### src/rtl/cbi_pkg.sv
// Purpose: Shared constants and types for the clock buffer two-wire target port
// Assumes: 100 MHz core clock; link clock sampled as ordinary input
// Notes:   Register defaults and write masks live here, one entry per index
package cbi_pkg;

    // ********************************************************************
    // Register map
    // ********************************************************************
    localparam int NUM_REGS = 7;
    localparam int IDX_W    = 7;

    // Identity byte; value is arbitrary and neutral
    localparam logic [7:0] ID_BYTE = 8'h5A;

    localparam logic [7:0] REG_DEFAULT [NUM_REGS] = '{
        8'hFF, 8'hF0, 8'h00, 8'hFF, 8'hF8, ID_BYTE, 8'h00
    };
    localparam logic [7:0] REG_WMASK [NUM_REGS] = '{
        8'hFF, 8'hF0, 8'h00, 8'hFF, 8'hFF, 8'h00, 8'h00
    };

    localparam int IDX_OE_LO   = 0;
    localparam int IDX_OE_HI   = 1;
    localparam int IDX_SLEW_LO = 3;
    localparam int IDX_SLEW_HI = 4;

    // ********************************************************************
    // Protocol constants
    // ********************************************************************
    localparam logic [6:0] ADDR_STRAP_LO = 7'h69;   // 1101001
    localparam logic [6:0] ADDR_STRAP_HI = 7'h6A;   // 1101010
    localparam logic [7:0] BLK_CNT_MIN   = 8'h01;
    localparam logic [7:0] BLK_CNT_MAX   = 8'h06;
    localparam logic [3:0] ACK_SLOT      = 4'h8;
    localparam logic [3:0] LAST_BIT      = 4'h7;
    localparam logic [7:0] UNMAPPED_RD   = 8'h00;

    // ********************************************************************
    // Types
    // ********************************************************************
    typedef enum logic [2:0] {
        PH_IDLE   = 3'b000,
        PH_ADDR   = 3'b001,
        PH_CMD    = 3'b010,
        PH_COUNT  = 3'b011,
        PH_WDATA  = 3'b100,
        PH_TX     = 3'b101,
        PH_IGNORE = 3'b110
    } cbi_phase_t;

    typedef struct packed {
        logic [11:0] clk_oe;
        logic [11:0] slew_fast;
        logic [3:0]  amp;
    } cbi_ctrl_t;

endpackage

### src/rtl/cbi_target.sv
// Purpose: Two-wire target port holding the clock buffer control registers
// Assumes: Link clock is slow against core_clk; both lines pass 2-FF syncs
// Notes:   Open-drain data pin split into in, out and enable

`timescale 1ns/1ps
`default_nettype none

module cbi_target
(
    input  wire logic            core_clk,
    input  wire logic            rst,
    input  wire logic            scl_i,
    input  wire logic            sda_i,
    output logic                 sda_o,
    output logic                 sda_oe,
    input  wire logic            power_down_n,
    input  wire logic            address_select_strap,
    output cbi_pkg::cbi_ctrl_t   ctrl,
    output logic [6:0]           target_addr
);

    // ********************************************************************
    // Synchronisers
    // ********************************************************************
    logic [1:0] scl_sync_r;
    logic [1:0] sda_sync_r;
    logic [1:0] pdn_sync_r;
    logic [1:0] strap_sync_r;
    logic       scl_d_r;
    logic       sda_d_r;
    logic       pdn_d_r;

    always_ff @(posedge core_clk or posedge rst)
    begin
        if (rst)
        begin
            scl_sync_r   <= 2'b11;
            sda_sync_r   <= 2'b11;
            pdn_sync_r   <= 2'b00;
            strap_sync_r <= 2'b11;
            scl_d_r      <= 1'b1;
            sda_d_r      <= 1'b1;
            pdn_d_r      <= 1'b0;
        end
        else
        begin
            scl_sync_r   <= {scl_sync_r[0], scl_i};
            sda_sync_r   <= {sda_sync_r[0], sda_i};
            pdn_sync_r   <= {pdn_sync_r[0], power_down_n};
            strap_sync_r <= {strap_sync_r[0], address_select_strap};
            scl_d_r      <= scl_sync_r[1];
            sda_d_r      <= sda_sync_r[1];
            pdn_d_r      <= pdn_sync_r[1];
        end
    end

    logic scl_s;
    logic sda_s;
    logic pdn_s;
    logic scl_rise;
    logic scl_fall;
    logic start_ev;
    logic stop_ev;

    assign scl_s    = scl_sync_r[1];
    assign sda_s    = sda_sync_r[1];
    assign pdn_s    = pdn_sync_r[1];
    assign scl_rise = scl_s & ~scl_d_r;
    assign scl_fall = ~scl_s & scl_d_r;
    // Start/stop only while clock stays high, so data moves are not mistaken
    assign start_ev = scl_s & scl_d_r & sda_d_r & ~sda_s;
    assign stop_ev  = scl_s & scl_d_r & ~sda_d_r & sda_s;

    // ********************************************************************
    // Address strap
    // ********************************************************************
    logic seen_release_r;
    logic strap_r;

    // Only the very first release counts; later power cycles keep the address
    always_ff @(posedge core_clk or posedge rst)
    begin
        if (rst)
        begin
            seen_release_r <= 1'b0;
            strap_r        <= 1'b1;
        end
        else if (pdn_s && !pdn_d_r && !seen_release_r)
        begin
            seen_release_r <= 1'b1;
            strap_r        <= strap_sync_r[1];
        end
    end

    assign target_addr = strap_r ? cbi_pkg::ADDR_STRAP_HI
                                 : cbi_pkg::ADDR_STRAP_LO;

    // ********************************************************************
    // Register file
    // ********************************************************************
    logic [7:0]             regs_r [cbi_pkg::NUM_REGS];
    logic                   wr_stb_r;
    logic [cbi_pkg::IDX_W-1:0] wr_idx_r;
    logic [7:0]             wr_dat_r;

    genvar gi;
    generate
        for (gi = 0; gi < cbi_pkg::NUM_REGS; gi++)
        begin : g_reg
            always_ff @(posedge core_clk or posedge rst)
            begin
                if (rst)
                    regs_r[gi] <= cbi_pkg::REG_DEFAULT[gi];
                else if (wr_stb_r && wr_idx_r == cbi_pkg::IDX_W'(gi))
                    regs_r[gi] <= (wr_dat_r & cbi_pkg::REG_WMASK[gi])
                                | (regs_r[gi] & ~cbi_pkg::REG_WMASK[gi]);
            end
        end
    endgenerate

    function automatic logic [7:0] rd_reg(input logic [cbi_pkg::IDX_W-1:0] idx);
        logic [7:0] v;
        v = cbi_pkg::UNMAPPED_RD;
        for (int k = 0; k < cbi_pkg::NUM_REGS; k++)
            if (idx == cbi_pkg::IDX_W'(k))
                v = regs_r[k];
        return v;
    endfunction

    // ********************************************************************
    // Control outputs
    // ********************************************************************
    // Clock enables forced off while powered down; slew, amp and registers untouched
    always_ff @(posedge core_clk or posedge rst)
    begin
        if (rst)
            ctrl <= '0;
        else
        begin
            ctrl.clk_oe    <= pdn_s ? {regs_r[cbi_pkg::IDX_OE_HI][7:4],
                                       regs_r[cbi_pkg::IDX_OE_LO]}
                                    : 12'h000;
            ctrl.slew_fast <= {regs_r[cbi_pkg::IDX_SLEW_HI][7:4],
                               regs_r[cbi_pkg::IDX_SLEW_LO]};
            ctrl.amp       <= regs_r[cbi_pkg::IDX_SLEW_HI][3:0];
        end
    end

    // ********************************************************************
    // Protocol engine
    // ********************************************************************
    cbi_pkg::cbi_phase_t    phase_r;
    logic [3:0]             bit_r;
    logic [7:0]             rx_r;
    logic [7:0]             tx_r;
    logic                   block_r;
    logic                   cnt_bad_r;
    logic                   send_cnt_r;
    logic                   mack_r;
    logic [7:0]             left_r;
    logic [cbi_pkg::IDX_W-1:0] idx_r;
    logic [7:0]             rd_byte;

    assign sda_o   = 1'b0;
    assign rd_byte = rd_reg(idx_r);

    always_ff @(posedge core_clk or posedge rst)
    begin
        if (rst)
        begin
            phase_r    <= cbi_pkg::PH_IDLE;
            bit_r      <= 4'h0;
            rx_r       <= 8'h00;
            tx_r       <= 8'h00;
            block_r    <= 1'b0;
            cnt_bad_r  <= 1'b0;
            send_cnt_r <= 1'b0;
            mack_r     <= 1'b0;
            left_r     <= 8'h00;
            idx_r      <= '0;
            sda_oe     <= 1'b0;
            wr_stb_r   <= 1'b0;
            wr_idx_r   <= '0;
            wr_dat_r   <= 8'h00;
        end
        else
        begin
            wr_stb_r <= 1'b0;
            if (!pdn_s)
            begin
                phase_r <= cbi_pkg::PH_IDLE;
                sda_oe  <= 1'b0;
            end
            else if (start_ev)
            begin
                // Repeated start keeps the index set by the command byte
                // Fall that closes the start ends a dummy slot, not a bit
                phase_r <= cbi_pkg::PH_ADDR;
                bit_r   <= cbi_pkg::ACK_SLOT;
                sda_oe  <= 1'b0;
            end
            else if (stop_ev)
            begin
                phase_r <= cbi_pkg::PH_IDLE;
                sda_oe  <= 1'b0;
            end
            else if (phase_r != cbi_pkg::PH_IDLE && phase_r != cbi_pkg::PH_IGNORE)
            begin
                if (scl_rise)
                begin
                    if (bit_r < cbi_pkg::ACK_SLOT)
                        rx_r <= {rx_r[6:0], sda_s};
                    else if (phase_r == cbi_pkg::PH_TX)
                        mack_r <= ~sda_s;
                end
                else if (scl_fall)
                begin
                    if (phase_r == cbi_pkg::PH_TX)
                    begin
                        if (bit_r < cbi_pkg::LAST_BIT)
                        begin
                            tx_r   <= {tx_r[6:0], 1'b0};
                            sda_oe <= ~tx_r[6];
                            bit_r  <= bit_r + 4'h1;
                        end
                        else if (bit_r == cbi_pkg::LAST_BIT)
                        begin
                            sda_oe <= 1'b0;
                            bit_r  <= cbi_pkg::ACK_SLOT;
                        end
                        else if (sda_oe)
                        begin
                            // Our read-address ack ends: first byte goes out
                            if (send_cnt_r)
                            begin
                                tx_r   <= cbi_pkg::BLK_CNT_MAX;
                                sda_oe <= ~cbi_pkg::BLK_CNT_MAX[7];
                            end
                            else
                            begin
                                tx_r   <= rd_byte;
                                sda_oe <= ~rd_byte[7];
                                idx_r  <= idx_r + 1'b1;
                            end
                            send_cnt_r <= 1'b0;
                            bit_r      <= 4'h0;
                        end
                        else if (mack_r)
                        begin
                            // Controller asked for more: next register
                            tx_r       <= rd_byte;
                            sda_oe     <= ~rd_byte[7];
                            idx_r      <= idx_r + 1'b1;
                            bit_r      <= 4'h0;
                        end
                        else
                        begin
                            phase_r <= cbi_pkg::PH_IGNORE;
                            sda_oe  <= 1'b0;
                        end
                    end
                    else if (bit_r < cbi_pkg::LAST_BIT)
                        bit_r <= bit_r + 4'h1;
                    else if (bit_r == cbi_pkg::LAST_BIT)
                    begin
                        bit_r <= cbi_pkg::ACK_SLOT;
                        case (phase_r)
                            cbi_pkg::PH_ADDR:
                            begin
                                if (rx_r[7:1] == target_addr)
                                begin
                                    sda_oe <= 1'b1;
                                    if (rx_r[0])
                                    begin
                                        phase_r    <= cbi_pkg::PH_TX;
                                        send_cnt_r <= block_r;
                                    end
                                    else
                                        phase_r <= cbi_pkg::PH_CMD;
                                end
                                else
                                    phase_r <= cbi_pkg::PH_IGNORE;
                            end
                            cbi_pkg::PH_CMD:
                            begin
                                sda_oe  <= 1'b1;
                                block_r <= ~rx_r[7];
                                idx_r   <= rx_r[6:0];
                                left_r  <= 8'h01;
                                cnt_bad_r <= 1'b0;
                                phase_r <= rx_r[7] ? cbi_pkg::PH_WDATA
                                                   : cbi_pkg::PH_COUNT;
                            end
                            cbi_pkg::PH_COUNT:
                            begin
                                sda_oe    <= 1'b1;
                                left_r    <= rx_r;
                                cnt_bad_r <= (rx_r < cbi_pkg::BLK_CNT_MIN)
                                           || (rx_r > cbi_pkg::BLK_CNT_MAX);
                                phase_r   <= cbi_pkg::PH_WDATA;
                            end
                            cbi_pkg::PH_WDATA:
                            begin
                                sda_oe <= 1'b1;
                                if (left_r != 8'h00 && !cnt_bad_r)
                                begin
                                    wr_stb_r <= 1'b1;
                                    wr_idx_r <= idx_r;
                                    wr_dat_r <= rx_r;
                                    idx_r    <= idx_r + 1'b1;
                                    left_r   <= left_r - 8'h01;
                                end
                            end
                            default:
                                phase_r <= cbi_pkg::PH_IGNORE;
                        endcase
                    end
                    else
                    begin
                        // End of our acknowledge slot
                        bit_r  <= 4'h0;
                        sda_oe <= 1'b0;
                    end
                end
            end
        end
    end

endmodule // cbi_target

`default_nettype wire

### config.mk
export PLATFORM = sky130hd
export DESIGN_NAME = cbi_target
export DESIGN_NICKNAME = d
export VERILOG_FILES = /design/src/rtl/cbi_pkg.sv /design/src/rtl/cbi_target.sv
export SDC_FILE = /design/constraint.sdc
export NUM_CORES = 1
export LEC_CHECK = 0
export ABC_AREA = 1
export BUFFER_PORTS_ARGS = -buffer_cell sky130_fd_sc_hd__buf_2
export CORE_UTILIZATION = 50
export CTS_CLUSTER_SIZE = 8
export DETAILED_ROUTE_END_ITERATION = 8
export PLACE_DENSITY = 0.74
export SYNTH_ARGS = -nofsm -noshare
export SYNTH_HDL_FRONTEND = slang
export SYNTH_SLANG_ARGS = --single-unit
### constraint.sdc
create_clock -name core_clk -period 7.9 [get_ports core_clk]
set_input_delay 1.185 -clock core_clk [delete_from_list [all_inputs] [get_ports core_clk]]
set_output_delay 1.185 -clock core_clk [all_outputs]
set_load 0.1 [all_outputs]
==> results of run 1 <==
## cell families after synthesis
| family | after synthesis | share of synthesized area [%] |
|---|---|---|
| fa+ha+maj | 9 | 1.91 |
| simple gates | 270 | 20.6 |
| buf+inv | 111 | 8.36 |
| xor+xnor | 3 | 0.446 |
| flops | 127 | 54.6 |
| other cells | 2 | 0.127 |
| compound gates | 146 | 13.9 |
## final timing paths
path                       slack [ps]             end     startpoint
max in group asynchronous        5710        ctrl[15]            rst
setup reg to reg                 5550        idx_r[4]     phase_r[1]
hold / removal                    350   pdn_sync_r[1]  pdn_sync_r[0]
min in group asynchronous         890        ctrl[23]            rst
setup / recovery                 5340  target_addr[1]        strap_r
hold reg to reg                   350   pdn_sync_r[1]  pdn_sync_r[0]
## routing by layer
| layer | wire, µm | GRT usage [%] | part of all wire [%] |
|---|---|---|---|
| met3 | 716 | 5.60 | 5.6 |
| met5 | 0 | 0 | 0 |
| met4 | 327 | 9.96 | 2.5 |
| met2 | 6250 | 37.8 | 49 |
| met1 | 5540 | 27.7 | 43 |
## stage by stage
| stage | setup slack (ps) | cell area [µm²] | std cells | hold slack [ps] |
|---|---|---|---|---|
| CTS | 5330 | 6700 | 864 | 355 |
| global route | 5310 | 6700 | 864 | 361 |
| detailed placement | 5180 | 6130 | 832 | 337 |
| global placement | 5250 | 6130 | 832 | 335 |
| floorplan | 3390 | 5910 | 672 | 331 |
| finish | 5340 | 6700 | 864 | 354 |
## sequential cells by signal, indices dropped and copies added (netlist names), 2 cells and up
| register | cells |
|---|---|
| wr_idx_r | 7 |
| phase_r | 3 |
| left_r | 8 |
| pdn_sync_r | 2 |
| regs_r | 28 |
| idx_r | 7 |
| bit_r | 4 |
| sda_sync_r | 2 |
| strap_sync_r | 2 |
| scl_sync_r | 2 |
| rx_r | 8 |
| wr_dat_r | 8 |
| tx_r | 7 |
| ctrl | 28 |
## power breakdown
part           total (µW)  internal (µW)  switching, µW  leakage, µW
sequential            675            665           9.98      0.00164
combinational        95.4           14.6           80.8      0.00139
clock                 745            451            294     0.000284
## layout make-up
type	count	area [µm²]	area share [%]
Inverter	91	347	5.17
Sequential cell	127	3220	48.1
Timing Repair Buffer	37	188	2.80
Multi-Input combinational cell	434	2200	32.8
Clock buffer	20	457	6.81
Clock inverter	12	111	1.66
Tap cell	143	179	2.67
## layout by cell type (no fill, tap or decap), types with 2 or more instances in the layout
| master | count |
|---|---|
| a31oi_1 | 2 |
| a21oi_1 | 28 |
| conb_1 | 6 |
| nand3_1 | 31 |
| nand3_2 | 4 |
| clkinv_4 | 5 |
| nor2_1 | 44 |
| ha_1 | 9 |
| o2111ai_1 | 2 |
| inv_4 | 2 |
| inv_6 | 2 |
| clkinv_2 | 4 |
| a21boi_0 | 2 |
| buf_2 | 36 |
| nand2_1 | 155 |
| inv_2 | 10 |
| a22oi_1 | 3 |
| clkbuf_16 | 17 |
| o22ai_1 | 5 |
| o21ai_1 | 10 |
| nand4_1 | 8 |
| nand2_2 | 2 |
| dfrtp_1 | 93 |
| nor3_2 | 4 |
| a211oi_1 | 3 |
| xor2_1 | 3 |
| clkbuf_8 | 2 |
| dfstp_2 | 34 |
| o21ai_2 | 8 |
| o211ai_1 | 5 |
| nor3_1 | 11 |
| inv_1 | 78 |
| o21ai_0 | 74 |
==> results.txt, run 1 <==
crit path DAT: 1370 ps
Main synth FF type: dfrtp_1
Slew HR: 45.2%
Port Buffers: 36
Area growth syn-to-layout: 13.6%
yosys warns: 0
kind of critical path: reg -> out
clock root buffer: clkbuf_16
initial antenna violation count: 0
hold depth: 0
antenna viol nets, final: 0
DR WL/cell: 14.9 µm
number of global-route vias before repair: 4,624
final period utilization: 32.4%
share of cells above drive strength 1: 19.3%
Worst Hold Class: reg -> reg
delay-heaviest family, CP: flip-flops
Finish-stage setup viols: 0
clk buf depth: 2
Least-Margin Pin Slew: 822 ps
Vias: 4,656
Final min period: 2560 ps
Pwr Density: 226 mW/mm²
Syn Area/Cell: 8.83 µm²
Core Util, Final: 58.4%
Die Y: 111 µm
maximum VDD drop: 181 µV
Num CTS Buffers: 17
total number of H-tree levels: 4
most frequent cell after synthesis: nand2_1
Tot GR Track Use: 22.6%
R2R depth: 13
ys async rst share: 100%
Routed WL: 12,800 µm
setup_tns: 0 ps
WP data required: 6710 ps
Max Clock Freq: 0.391 GHz
ANT cells: 0
total grt overflow: 0
Critical Path Max Stage Delay: 540 ps
clk_lat worst skew: 410 ps
Syn Std Cell Area: 0.00590 mm²
Post-synth EDFFs: 0
WP buf/inv: 1
RSZ-0062 raised after global routing: false
area share of the largest cell type after synthesis: 39.5%
skew final: 6.63 ps
final-layout fill cell count: 975
result of the run: completed
CTS tree: built
number of cells on the critical path: 1
Total Power: 1520 µW
Static Leakage: 0.00331 µW
Die X: 111 µm
largest net degree at the start of global routing: 69
Vias/cell: 5.39
Final Wtd Congestion: 0.892
Hold Buf Count CTS: 0
Core Footprint: 0.0115 mm²
synth cell count leaders: nand2_1, dfrtp_1, inv_1, o21ai_0, nor2_1
Pre-antenna DRT Iters: 5
Max Cap Viol: 0
Layout Nets: 723
synthesized flop and latch total: 127
final hold viol count: 0
IO Count: 43
post-cts sizing count: 0
Iter 0 DRT Violations: 385
CP Capture Type: output port
cell accounting for the most synthesized area: dfrtp_1
Rows: 39
DRC Markers: 0
global-route wire length before repair: 22,000 µm
crit path cell chain: buf_2
Slew Viols, Final: 0
Cell variety after synth: 47
Total Die Area: 0.0122 mm²
sequential element share of the synthesized area: 54.6%
top cells by area, synth: dfrtp_1, dfstp_2, nand2_1
CTS Sinks: 127
Slowest cell on crit path: dfstp_2
crit start category: register
Mapped Cells: 668
Clock transition at path regs: 50 ps
Starting Density: 51.4%
Max Fanout on Critical Path: 3
buffer count from post-CTS setup fixing: 0
HPWL after DPL: 8880 µm
No activity file was read; power rests on OpenSTA's default activity.
==> run 2: changes to the inputs <==
==> constraint.sdc (replaced) <==
create_clock -name core_clk -period 2.6 [get_ports core_clk]
set_input_delay 0.39 -clock core_clk [delete_from_list [all_inputs] [get_ports core_clk]]
set_output_delay 0.39 -clock core_clk [all_outputs]
set_load 0.1 [all_outputs]
==> run 2 against run 1 <==
Compared with the run above:
- core utilization increased by 0.55 points
- critical path depth increased by 12
- first-iteration DRC count increased by 2.1%
- cell count increased by 0.12%
- setup slack got worse by 5000 ps
- routed wire length decreased by 1.9%
- clock skew increased by 7.6 ps
- die area unchanged
- largest power group unchanged
==> results.txt, run 2 (synthesis gave the netlist of run 1 again) <==
result of the run: completed
Total Power: 4780 µW (+220%)
Pwr Density: 707 mW/mm² (+210%)
Finish-stage setup viols: 0 (unchanged)
global-route wire length before repair: 21,800 µm (-0.84%)
Vias/cell: 5.39 (about the same)
Vias: 4,666 (+0.21%)
Die Y: 111 µm (unchanged)
maximum VDD drop: 791 µV (+340%)
final-layout fill cell count: 956 (-1.9%)
largest registers: ctrl x28, regs_r x28
final period utilization: 87.8%
Max Clock Freq: 0.438 GHz
worst hold slack: 71.3 ps (-283 ps)
Port Buffers: 36 (unchanged)
WP data required: 2910 ps (-3800 ps)
total grt overflow: 0 (unchanged)
DR WL/cell: 14.6 µm (-2.0%)
Slew Viols, Final: 0 (unchanged)
largest net degree at the start of global routing: 128 (+86%)
area of the multi-input gates: 0.00220 mm² (unchanged)
DRC Markers: 0 (unchanged)
post-cts sizing count: 0 (unchanged)
Static Leakage: 0.00333 µW (+0.55%)
commonest non-fill, non-tap cells in the layout: nand2_1, dfrtp_1, inv_1, o21ai_0, nor2_1
number of global-route vias before repair: 4,630 (+0.13%)
Area growth syn-to-layout: 14.7%
CTS Sinks: 127 (unchanged)
Iter 0 DRT Violations: 393 (+2.1%)
Total Die Area: 0.0122 mm² (unchanged)
Slew HR: 55.1% (+9.9 points)
initial antenna violation count: 0 (unchanged)
fin cells: 865 (+0.12%)
clock root buffer: clkbuf_16
Layout Nets: 724 (+0.14%)
Rows: 39 (unchanged)
skew final: 14.2 ps (+7.61 ps)
HPWL after DPL: 8890 µm (about the same)
Clock transition at path regs: 60 ps (about the same)
Inst Count DP: 833 (+0.12%)
IO Count: 43 (unchanged)
crit start category: register
Least-Margin Pin Slew: 674 ps (-148 ps)
Max Cap Viol: 0 (unchanged)
CP Capture Type: register
Final Cell Area: 0.00676 mm² (+0.93%)
crit path DAT: 2590 ps (+1220 ps)
Starting Density: 51.4% (unchanged)
Num CTS Buffers: 17 (unchanged)
setup_tns: 0 ps (unchanged)
Hold Buf Count CTS: 0 (unchanged)
met1 Track Usage GR: 28.2% (+0.52 points)
ANT cells: 0 (unchanged)
buffer count from post-CTS setup fixing: 0 (unchanged)
met3 usage: 5.76% (+0.16 points)
share of cells above drive strength 1: 19.4% (+0.11 points)
Final Wtd Congestion: 0.888 (-0.45%)
dpl cell area: 0.00615 mm² (+0.35%)
kind of critical path: reg -> reg
Core Footprint: 0.0115 mm² (unchanged)
register area: 0.00322 mm² (unchanged)
CTS tree: built
Routed WL: 12,600 µm (-1.9%)
Final min period: 2280 ps
Worst Hold Class: in -> reg
final hold viol count: 0 (unchanged)
most common cell after layout, fill and taps aside: nand2_1
total number of H-tree levels: 4 (unchanged)
clk_lat worst skew: 420 ps (about the same)
Die X: 111 µm (unchanged)
antenna viol nets, final: 0 (unchanged)
GRT busiest layer: met2
clk buf depth: 2 (unchanged)
global routing usage on met2: 36.5% (-1.2 points)
Tot GR Track Use: 22.1% (-0.46 points)
RSZ-0062 raised after global routing: false
Pre-antenna DRT Iters: 5 (unchanged)
Max Fanout on Critical Path: 12 (+9)
==> run 2: cell types whose count changed in the layout (fill, tap and decap cells not counted), moves of 2 or more <==
cell / change
bufinv_16: +2
clkbuf_8: -2
clkinv_2: -2
clkinv_4: -2
clkinvlp_4: +2
inv_6: +2
==> run 2: worst max-delay path, stage by stage (launching register included) <==
cell	delay, ps
dfrtp_1	440
inv_2	130
nand2_2	80
nor2_2	210
inv_2	120
ha_1	210
nor2_1	90
nand4_1	90
nor2_1	100
nand2_1	220
o21ai_0	240
o21ai_0	110
o21ai_0	80
inv_1	50
==> run 2: per-layer routing <==
metal / up-vias / wire, µm
met2: 150 / 6130
met1: 2231 / 5660
met3: 24 / 624
met4: 0 / 189
met5: - / 0
li1: 2261 / -
==> run 2: final timing paths <==
check	startpoint	end	slack (ps)	depth (start not counted)
worst max register to register	phase_r[1]	idx_r[4]	320	13
worst max-delay path	phase_r[1]	idx_r[4]	320	13
worst min register to register	scl_sync_r[0]	scl_sync_r[1]	350	0
max in group asynchronous	rst	mack_r	1940	3
min in group asynchronous	rst	ctrl[23]	130	3
worst min-delay path	address_select_strap	strap_sync_r[0]	70	1
==> run 2: where the power goes <==
group / switching (µW) / leakage, µW / internal [µW]
registers: 27.0 / 0.00164 / 2020
clock network: 912 / 0.000298 / 1530
logic: 250 / 0.00139 / 48.1
total: 1190 / 0.00333 / 3590
==> run 2: through the flow <==
stage | setup WS, ps | util [%]
2_1_floorplan | 650 | -
3_3_place_gp | 432 | 53.7
3_5_place_dp | 354 | 53.7
4_1_cts | 335 | 59.0
5_1_grt | 128 | 59.0
6_report | 318 | 59.0
==> run 2: layout make-up <==
type	instances	area share [%]
clock buffer	18	6.34
clock inverter	14	2.66
multi-input combinational	434	32.5
inverter	91	5.14
timing repair buffer	38	3.07
tap	143	2.65
sequential	127	47.6
